[src/include/lprb_pkg.sv]
// lprb_pkg: constants for the position readback command interpreter
// assumes a byte-level LIN frame layer on the same clock feeds the block
package lprb_pkg;
  localparam logic [7:0] LPRB_ID_PREP_LONG = 8'h3C;
  localparam logic [5:0] LPRB_ID_INDIRECT = 6'h3D;
  localparam logic [7:0] LPRB_APP_CMD = 8'h80;
  localparam logic [6:0] LPRB_CMD_READ_POS = 7'h00;
  localparam logic [7:0] LPRB_FILL = 8'hFF;
  localparam int LPRB_DIRECT_LEN = 4;
  localparam int LPRB_INDIRECT_LEN = 8;
  localparam int LPRB_LONG_PREP_LEN = 8;
  localparam int LPRB_SHORT_PREP_LEN = 2;
  localparam int LPRB_ID_BIT5 = 5;
  localparam int LPRB_ID_BIT4 = 4;
  localparam int LPRB_FLAG_BIT = 7;
  localparam logic [3:0] LPRB_DYN_ID_RST = 4'h0;
  localparam logic [4:0] LPRB_PREP_ID_RST = 5'h00;
  typedef enum logic [2:0] {
    LPRB_IDLE, LPRB_RX_DATA, LPRB_TX_DATA, LPRB_SKIP
  } lprb_state_e;
  typedef enum logic [1:0] {
    LPRB_F_NONE, LPRB_F_SHORT, LPRB_F_LONG, LPRB_F_INDIRECT
  } lprb_frame_e;
endpackage : lprb_pkg

[src/hdl/lprb_top.sv]
// lprb_top: read position command interpreter of a LIN slave node
// assumes a LIN frame layer on core_clk delivers header ids and data bytes
// and pulls response bytes with txTake; parity is checked by that layer
// Behaviour
// - return position plus quick status byte
// - reading leaves all status flags untouched
// - accept direct frame or prepare plus read
// - direct id has bit5 one, bit4 zero
// - direct answer: switch/address, position, status
// - short prepare: id bit5 zero, cmd, addr
// - indirect answer: address, position, status, fill
// - indirect read valid only right after prepare
// - indirect read uses reserved id 3D
`timescale 1ns/1ns
module lprb_top
  import lprb_pkg::*;
#(
  parameter logic [3:0] DIRECT_ID = LPRB_DYN_ID_RST,
  parameter logic [4:0] PREP_ID = LPRB_PREP_ID_RST
)
(
  input wire logic core_clk,
  input wire logic rst_n,
  input wire logic headerValid,
  input wire logic [7:0] headerId,
  input wire logic rxValid,
  input wire logic [7:0] rxByte,
  input wire logic frameEnd,
  input wire logic txTake,
  input wire logic [6:0] nodeAddr,
  input wire logic [15:0] actualPosition,
  input wire logic externalSwitchState,
  input wire logic digitalSupplyResetFlag,
  input wire logic stepLossFlag,
  input wire logic electricalDefectFlag,
  input wire logic undervoltageFlag,
  input wire logic thermalShutdownFlag,
  input wire logic thermalWarningFlag,
  input wire logic [1:0] temperatureInfo,
  output logic txActive,
  output logic [7:0] txByte,
  output logic prepArmed
);
  // complete state of the interpreter
  typedef struct packed {
    lprb_state_e state;
    lprb_frame_e frame;
    logic [3:0] count;
    logic armed;
    logic direct;
    logic [15:0] pos;
    logic [7:0] status;
    logic sw;
    logic swMeta;
    logic swSync;
    logic good;
  } lprb_s;

  lprb_s st_reg;
  lprb_s st_next;
  logic [7:0] respByte;

  function automatic logic idMatch(input logic [7:0] id, input logic [5:0] v);
    idMatch = (id[5:0] == v);
  endfunction : idMatch

  // own address byte: flag bit set, programmed address below
  function automatic logic addrByteOk(input logic [7:0] b,
                                      input logic [6:0] a);
    addrByteOk = (b == {1'b1, a});
  endfunction : addrByteOk

  // command byte asking for the position readback
  function automatic logic readCmdOk(input logic [7:0] b);
    readCmdOk = (b == {1'b1, LPRB_CMD_READ_POS});
  endfunction : readCmdOk

  // direct reading id: bit5 set, bit4 clear, own dynamic id
  function automatic logic directIdOk(input logic [7:0] id);
    directIdOk = id[LPRB_ID_BIT5] && !id[LPRB_ID_BIT4]
      && (id[3:0] == DIRECT_ID);
  endfunction : directIdOk

  // short prepare id: bit5 clear, own dynamic id
  function automatic logic prepIdOk(input logic [7:0] id);
    prepIdOk = !id[LPRB_ID_BIT5] && (id[4:0] == PREP_ID);
  endfunction : prepIdOk

  // bytes a prepare frame needs before it may arm
  function automatic logic [3:0] prepLen(input lprb_frame_e f);
    prepLen = (f == LPRB_F_LONG) ? 4'(LPRB_LONG_PREP_LEN)
                                 : 4'(LPRB_SHORT_PREP_LEN);
  endfunction : prepLen

  // index of the last answer byte of a reading frame
  function automatic logic [3:0] lastIdx(input logic direct);
    lastIdx = direct ? 4'(LPRB_DIRECT_LEN - 1)
                     : 4'(LPRB_INDIRECT_LEN - 1);
  endfunction : lastIdx

  // byte counter that holds at its top instead of wrapping
  function automatic logic [3:0] bump(input logic [3:0] c);
    bump = (c == 4'hF) ? c : c + 4'h1;
  endfunction : bump

  lprb_resp_sel u_sel (
    .core_clk(core_clk),
    .rst_n(rst_n),
    .direct(st_next.direct),
    .index(st_next.count[2:0]),
    .switchState(st_next.sw),
    .nodeAddr(nodeAddr),
    .actualPosition(st_next.pos),
    .quickStatus(st_next.status),
    .respByte(respByte)
  );

  always_comb begin
    st_next = st_reg;
    // two stage synchroniser for the switch pin
    st_next.swMeta = externalSwitchState;
    st_next.swSync = st_reg.swMeta;
    // frame decode, one frame at a time
    case (st_reg.state)
      LPRB_IDLE: begin
        if (headerValid) begin
          st_next.count = 4'h0;
          st_next.good = 1'b1;
          // snapshot only; flags are read, never cleared
          st_next.pos = actualPosition;
          st_next.status = {digitalSupplyResetFlag, stepLossFlag,
            electricalDefectFlag, undervoltageFlag, thermalShutdownFlag,
            thermalWarningFlag, temperatureInfo};
          // only the second synchroniser stage feeds the answer
          st_next.sw = st_reg.swSync;
          if (directIdOk(headerId)) begin
            st_next.frame = LPRB_F_NONE;
            st_next.direct = 1'b1;
            st_next.armed = 1'b0;
            st_next.state = LPRB_TX_DATA;
          end else if (idMatch(headerId, LPRB_ID_INDIRECT)) begin
            st_next.direct = 1'b0;
            st_next.frame = LPRB_F_INDIRECT;
            st_next.armed = 1'b0;
            // read frame only valid right after prepare
            st_next.state = st_reg.armed ? LPRB_TX_DATA : LPRB_SKIP;
          end else if (idMatch(headerId, LPRB_ID_PREP_LONG[5:0])) begin
            st_next.frame = LPRB_F_LONG;
            st_next.armed = 1'b0;
            st_next.state = LPRB_RX_DATA;
          end else if (prepIdOk(headerId)) begin
            st_next.frame = LPRB_F_SHORT;
            st_next.armed = 1'b0;
            st_next.state = LPRB_RX_DATA;
          end else begin
            st_next.armed = 1'b0;
            st_next.state = LPRB_SKIP;
          end
        end
      end
      LPRB_RX_DATA: begin
        // bytes of a prepare frame
        if (rxValid) begin
          st_next.count = bump(st_reg.count);
          if (st_reg.frame == LPRB_F_LONG) begin
            case (st_reg.count)
              4'h0: if (rxByte != LPRB_APP_CMD) st_next.good = 1'b0;
              4'h1: if (!readCmdOk(rxByte)) st_next.good = 1'b0;
              4'h2: if (!addrByteOk(rxByte, nodeAddr))
                st_next.good = 1'b0;
              default: ;
            endcase
          end else begin
            case (st_reg.count)
              4'h0: if (!readCmdOk(rxByte)) st_next.good = 1'b0;
              4'h1: if (!addrByteOk(rxByte, nodeAddr))
                st_next.good = 1'b0;
              default: ;
            endcase
          end
        end
        if (frameEnd) begin
          // arm only on a complete, well formed prepare
          st_next.armed = st_reg.good
            && (st_reg.count >= prepLen(st_reg.frame));
          st_next.state = LPRB_IDLE;
        end
      end
      LPRB_TX_DATA: begin
        if (txTake) begin
          st_next.count = bump(st_reg.count);
          // the answer stops after its last byte
          if (st_reg.count == lastIdx(st_reg.direct))
            st_next.state = LPRB_SKIP;
        end
        if (frameEnd) st_next.state = LPRB_IDLE;
      end
      LPRB_SKIP: begin
        // frames not meant for this node run out here
        if (frameEnd) st_next.state = LPRB_IDLE;
      end
      default: st_next.state = LPRB_IDLE;
    endcase
  end

  // all state in one register
  always_ff @(posedge core_clk or negedge rst_n) begin
    if (!rst_n) begin
      st_reg <= '{state: LPRB_IDLE, frame: LPRB_F_NONE, count: 4'h0,
        armed: 1'b0, direct: 1'b0, pos: 16'h0000, status: 8'h00,
        sw: 1'b0, swMeta: 1'b0, swSync: 1'b0, good: 1'b0};
    end else begin
      st_reg <= st_next;
    end
  end

  // answering while in the transmit state
  assign txActive = (st_reg.state == LPRB_TX_DATA);
  assign txByte = respByte;
  assign prepArmed = st_reg.armed;
endmodule : lprb_top

[src/hdl/lprb_resp_sel.sv]
// lprb_resp_sel: picks the response byte for a given frame position
// assumes inputs are next-state values from lprb_top on core_clk
`timescale 1ns/1ns
module lprb_resp_sel
  import lprb_pkg::*;
(
  input wire logic core_clk,
  input wire logic rst_n,
  input wire logic direct,
  input wire logic [2:0] index,
  input wire logic switchState,
  input wire logic [6:0] nodeAddr,
  input wire logic [15:0] actualPosition,
  input wire logic [7:0] quickStatus,
  output logic [7:0] respByte
);
  logic [7:0] sel;
  always_comb begin
    sel = LPRB_FILL;
    if (direct) begin
      case (index)
        3'h0: sel = {switchState, nodeAddr};
        3'h1: sel = actualPosition[15:8];
        3'h2: sel = actualPosition[7:0];
        3'h3: sel = quickStatus;
        default: sel = LPRB_FILL;
      endcase
    end else begin
      case (index)
        3'h0: sel = {1'b1, nodeAddr};
        3'h1: sel = actualPosition[15:8];
        3'h2: sel = actualPosition[7:0];
        3'h3: sel = quickStatus;
        default: sel = LPRB_FILL;
      endcase
    end
  end
  always_ff @(posedge core_clk or negedge rst_n) begin
    if (!rst_n) begin
      respByte <= 8'h00;
    end else begin
      respByte <= sel;
    end
  end
endmodule : lprb_resp_sel

[config.mk]
export PLATFORM = sky130hd
export DESIGN_NAME = lprb_top
export DESIGN_NICKNAME = d
export VERILOG_FILES = /design/src/include/lprb_pkg.sv /design/src/hdl/lprb_top.sv /design/src/hdl/lprb_resp_sel.sv
export SDC_FILE = /design/constraint.sdc
export NUM_CORES = 1
export LEC_CHECK = 0
export ABC_AREA = 1
export BUFFER_PORTS_ARGS = -buffer_cell sky130_fd_sc_hd__buf_4
export CAP_MARGIN = 20
export CORE_ASPECT_RATIO = 2
export CORE_MARGIN = 2
export CORE_UTILIZATION = 48
export CTS_CLUSTER_DIAMETER = 120
export DETAILED_ROUTE_END_ITERATION = 8
export PLACE_DENSITY = 0.76
export REMOVE_ABC_BUFFERS = 1
export SLEW_MARGIN = 15
export SYNTH_ARGS = -nofsm -noshare
export SYNTH_HDL_FRONTEND = slang
export SYNTH_HIERARCHICAL = 1
export SYNTH_SLANG_ARGS = --single-unit
[constraint.sdc]
create_clock -name core_clk -period 2.1 [get_ports core_clk]
set_clock_uncertainty 0.1 [all_clocks]
set_input_delay 0.21 -clock core_clk [delete_from_list [all_inputs] [get_ports core_clk]]
set_output_delay 0.21 -clock core_clk [all_outputs]
set_load 0.005 [all_outputs]
### Yosys cells after proc, flatten, opt, wreduce, memory -nomap -nowiden

Cells that the tools add are included.

| storage, ports and cells | value |
|---|---|
| bits in registers | 47 |
| bits of input ports | 54 |
| output and inout port bits | 10 |
| logic and storage cells | 96 |

| cells by class | value |
|---|---|
| add/sub/neg operators | 1 |
| magnitude comparators | 1 |
| equality and inequality tests | 26 |
| multiplexer cells | 35 |
| reductions and logical operators | 20 |

Operators with widths:

| operator | count |
|---|---|
| 8-bit case mux with 4 select lines | 2 |
| 36-bit two-way mux | 1 |
| 26-bit two-way mux | 1 |
| 4-bit two-way mux | 4 |
| 3-bit two-way mux | 5 |
| 5-bit two-way mux | 3 |
| 3-bit by 2-bit == test with 1-bit output (second input constant) | 4 |
| 6-bit == test (second input constant) | 2 |
| 4-bit case mux with 3 select lines | 1 |
| 1-bit two-way mux | 10 |
| 3-bit case mux with 3 select lines | 1 |
| 8-bit == test | 1 |
| 8-bit == test (second input constant) | 1 |
| 4-bit logical NOT | 2 |
| 8-bit two-way mux | 1 |
| 2-bit inequality test (second input constant) | 4 |
| 8-bit inequality test (second input constant) | 1 |
| 4-bit AND reduction | 2 |
| 3-bit by 1-bit == test with 1-bit output (second input constant) | 2 |
| 3-bit logical NOT | 2 |
| 1-bit case mux with 2 select lines | 3 |
| 3-bit AND reduction | 2 |
| 6-bit AND reduction | 1 |
| 5-bit logical NOT | 1 |
| other kinds (21) | 26 |

### Logic depth before layout (Yosys ltp)

| logic depth | value |
|---|---|
| word-level depth | 11 |
| depth in mapped cells | 12 |
| mapped depth without buffers | 12 |

### Modules after synthesis

The synthesis kept the hierarchy.

By module, submodules not included:

| module | times used | cells each | area each (µm²) | sequential area each (µm²) |
|---|---|---|---|---|
| lprb_top | 1 | 294 | 2099.5 | 950.9 |
| lprb_resp_sel | 1 | 60 | 514.2 | 200.2 |

### Least setup slack after synthesis

Ideal clock, no wire load.

| path | value |
|---|---|
| path kind | reg-to-reg |
| from | reg st_reg[37] (netlist bit) |
| to | reg u_sel.respByte[5] |
| library setup time | 71 ps |
| arrival time | 1778 ps |
| data required time | 1929 ps |
| slack | 151 ps |
| stages on the path, launching flop included | 11 |
| path buffers | 2 |
| period minus slack after synthesis | 1949 ps |
| cells stage by stage | dfrtp_1 -> inv_1 -> ha_1 -> nand2_1 -> nand2_1 -> inv_1 -> o31ai_1 -> buf_6 -> buf_2 -> nand4_1 -> nand4_1 |

RTL lines:

| element | RTL line | RTL |
|---|---|---|
| start, declared | lprb_top.sv:59 | `lprb_s st_reg;` |
| start signal, assigned | lprb_top.sv:209 | `st_reg <= '{state: LPRB_IDLE, frame: LPRB_F_NONE, count: 4'h0,` |
| start signal, assigned | lprb_top.sv:213 | `st_reg <= st_next;` |
| end signal, assigned | lprb_resp_sel.sv:42 | `respByte <= sel;` |
| end, declared | lprb_resp_sel.sv:15 | `output logic [7:0] respByte` |

==> flow_summary_export.csv <==
group,metric,value,unit
run_status,status,"finished, final reports clean",
drt,antenna_left,0,
clock_network,cts-htree-levels,2,
synthesis,synth-compound-area-share,0.06702,
place,dpl.cell_count,485,
synthesis,synth_adder_area_share,0.05266,
clock_network,numCtsBuffers,5,
global_route,groute.usage.overall,0.2223,
min_path,min_to,"st_reg[20]",
drt,wirelength,6788,um
global_route,via_count_of_the_first_global_routing_pass,2540,
global_route,gr-total-overflow,0,
power_and_ir_drop,p_leak,1.892,nW
critical_path,reg_to_reg_critical_path_endpoint,"u_sel/respByte[5]",
critical_path,stage_delay_of_the_slowest_cell_on_the_critical_path,0.45,ns
critical_path,worstSetupPathType,"reg2reg",
timing,post-route-period-util,0.9966,
synthesis,yosys_register_bits,46,
critical_path,worst_setup_path_end_kind,"register",
drt,avgViaCountPerCell,5.235,
cells_and_area,antenna_cells_inserted,0,
floorplan,num_rows,38,
floorplan,floorplan.die_area,0.006088,mm2
critical_path,setup.reg_to_reg.worst_slack,0.007,ns
synthesis,avgSynthCellArea,7.383,um2
power_and_ir_drop,maximum_vdd_ir_drop,0.9988,mV
timing,period_minus_slack,2.093,ns
timing,max_freq,0.4778,GHz
synthesis,syn-cell-area,0.002614,mm2
critical_path,critical_path_required,2.16,ns
timing,slew_headroom,0.6230,
cells_and_area,most-common-layout-cells,"sky130_fd_sc_hd__nand2_1 (130), sky130_fd_sc_hd__buf_4 (83), sky130_fd_sc_hd__dfrtp_1 (45), sky130_fd_sc_hd__inv_1 (35), sky130_fd_sc_hd__nand4_1 (26)",
timing,hold_violations,0,
timing,rsz_0062_raised_after_global_routing,"yes",
critical_path,kind_of_launch_point_of_the_worst_setup_path,"register",
synthesis,xor_and_xnor_area_share_after_synthesis,0.003351,
synthesis,dominant_combinational_cell_family_by_area_after_synthesis,"simple AND/OR/NAND/NOR gates",
critical_path,timing.critical_path.arrival,2.16,ns
clock_network,clk_path_buf_depth,2,
timing,max_slew.worst_pin.slew,0.5655,ns
drt,num_vias,2633,
cells_and_area,final-instance-count-excl-fill,503,
place,gp_routability_congestion,0.8892,
clock_network,cts.clk_slew.worst_paths,0.09,ns
place,dpl-instance-area,0.003246,mm2
drt,drt_first_pass_iters,4,
flow_run,maxCapViolCount,0,
critical_path,worstPathCellList,"inv_2, ha_2, nand2_2, nand2_2, nor2_4, buf_4, o22ai_2, buf_4, nor2_4, nand3_1, nand4_1",
place,post-dp-hpwl,4870,um
cells_and_area,postLayoutCellArea,0.003543,mm2
cells_and_area,filler_cell_count,447,
clock_network,clock_insertion_delay_worst_skew,0.30,ns
synthesis,yosys.area_share.simple,0.3485,
critical_path,critical_path_peak_fanout,8,
cells_and_area,area.growth.synth_to_final,35.57,%
synthesis,synth_enable_flop_cells,0,
power_and_ir_drop,power_per_cell_area,1277,mW/mm2
synthesis,ys.warnings.count,6,
place,buffer_ports.inserted,61,
critical_path,crit_slowest_cell,"sky130_fd_sc_hd__dfrtp_2",
timing,final-max-slew-violation-count,0,
cells_and_area,layout_commonest_cell,"sky130_fd_sc_hd__nand2_1",
global_route,grt_max_degree,47,
floorplan,floorplan.initialDensity,0.4908,
cells_and_area,largest_register_ff_count,36,
clock_network,cts_tree,"yes",
synthesis,synth-seq-area-share,0.4404,
timing,setup_tns,0,ns
min_path,min_delay_path_depth,3,
clock_network,clock-root-buffer,"sky130_fd_sc_hd__clkbuf_8",
drt,wl_per_cell,13.50,um
synthesis,yosys-mux-area-fraction,0,
floorplan,die_width,56.18,um
drt,drt_iter0_markers,123,
min_path,min-delay-start,"actualPosition[8]",
synthesis,async_reset_ff_frac,1.000,
min_path,hp-class,"in2reg",
floorplan,core_region_area,0.005325,mm2
synthesis,synthCells,354,
synthesis,ys_types,26,
synthesis,yosys_most_used_dff,"sky130_fd_sc_hd__dfrtp_1",
global_route,first_pass_grt_wire_length,10930,um
clock_network,clkSinkCount,46,
global_route,antenna_found_initial,0,
floorplan,io-pin-count,64,
drt,drc,0,
floorplan,dieHeight,108.4,um
critical_path,regToRegStartpoint,"st_reg[37]",
cells_and_area,fraction_of_final_layout_cells_sized_beyond_drive_strength_1,0.3002,
critical_path,r2r.worst_path.cells,11,
cells_and_area,final_nets,507,
timing,setup-violations-final,0,
## kinds of logic after synthesis
kind of cell               count (synthesis)
adders and majority gates                 11
xor gates and xnor gates                   1
AOI/OAI and AO/OA                         31
DFF                                       46
and+or+nand+nor                          212
buffers and inverters                     53
## layout make-up
class | count | area [um2] | area share
timing repair buffer | 91 | 719.4 | 0.2030
multi-input combinational | 255 | 1340 | 0.3782
inverter | 43 | 165.2 | 0.04661
sequential | 46 | 1152 | 0.3252
clock buffer | 7 | 86.33 | 0.02436
tap | 60 | 75.07 | 0.02119
clock inverter | 1 | 5.005 | 0.001412
## how the worst max path moves through the flow
| stage | from | end | slack, ns | depth (start not counted) |
|---|---|---|---|---|
| after floorplan | st_reg[37] | u_sel/respByte[7] | -0.89 | 9 |
| after global placement | st_reg[36] | u_sel/respByte[2] | 0.007 | 10 |
| after detailed placement | st_reg[36] | u_sel/respByte[2] | -0.07 | 9 |
| after CTS | st_reg[36] | u_sel/respByte[4] | 0.003 | 11 |
| after global routing | st_reg[37] | u_sel/respByte[5] | -0.08 | 11 |
| final | st_reg[37] | u_sel/respByte[5] | 0.007 | 11 |
## synth_stat cells, types with 2 or more instances
cell type                    n  area, um2
sky130_fd_sc_hd__nand2_1   136      510.5
sky130_fd_sc_hd__nand3_1    17      85.08
sky130_fd_sc_hd__nand4_1    26      162.7
sky130_fd_sc_hd__clkbuf_1    2      7.510
sky130_fd_sc_hd__inv_1      41      153.9
sky130_fd_sc_hd__dfrtp_1    46       1151
sky130_fd_sc_hd__ha_1       11      137.6
sky130_fd_sc_hd__a21oi_1    12      60.06
sky130_fd_sc_hd__inv_2       2      7.510
sky130_fd_sc_hd__buf_2       4      20.02
sky130_fd_sc_hd__buf_6       3      33.78
sky130_fd_sc_hd__nor2_2      4      25.02
sky130_fd_sc_hd__nor2_4      2      22.52
sky130_fd_sc_hd__o21ai_0    12      60.06
sky130_fd_sc_hd__nor2_1     25      93.84
## where the power goes
group | switching (mW) | internal, mW | leakage [nW] | total, mW
Sequential | 0.161 | 1.27 | 0.570 | 1.43
Clock | 0.291 | 0.266 | 0.0482 | 0.557
Combinational | 1.42 | 1.12 | 1.27 | 2.54
Total | 1.87 | 2.65 | 1.89 | 4.52
## through the flow
stage	hold slack, ns	worst slack, ns	util	total power, mW
floorplan	-0.1856	-0.8897	-	2.636
global placement	0.1374	0.006759	0.6095	3.485
detailed placement	0.1426	-0.07222	0.6095	3.578
CTS	0.02347	0.003393	0.6328	4.176
global route	0.02528	-0.08089	0.6654	4.868
finish	0.03193	0.007231	0.6654	4.523
## timing repair
item / in CTS / in global routing
pin swaps: 0 / 22
hold buffers: 2 / 0
buffers inserted: 0 / 8
endpoints found under the hold margin: 47 / 0
endpoints found under the setup margin: 8 / 8
gates resized for setup: 5 / 34
## worst max-delay path: cells and delay by family, from the launching register on
family / cells / cell delay [ns]
fa+ha+maj: 1 / 0.21
simple gates: 6 / 0.48
buf+inv: 3 / 0.47
flops: 1 / 0.45
compound gates: 1 / 0.24
## metal layers
metal | vias to the layer above | part of all wire | GRT usage
li1 | 1308 | - | -
met1 | 1221 | 0.40 | 0.2698
met2 | 86 | 0.52 | 0.4017
met3 | 18 | 0.057 | 0.03230
met4 | 0 | 0.024 | 0.06803
met5 | - | 0 | 0
Note: power is estimated with default switching activity, not from simulation.
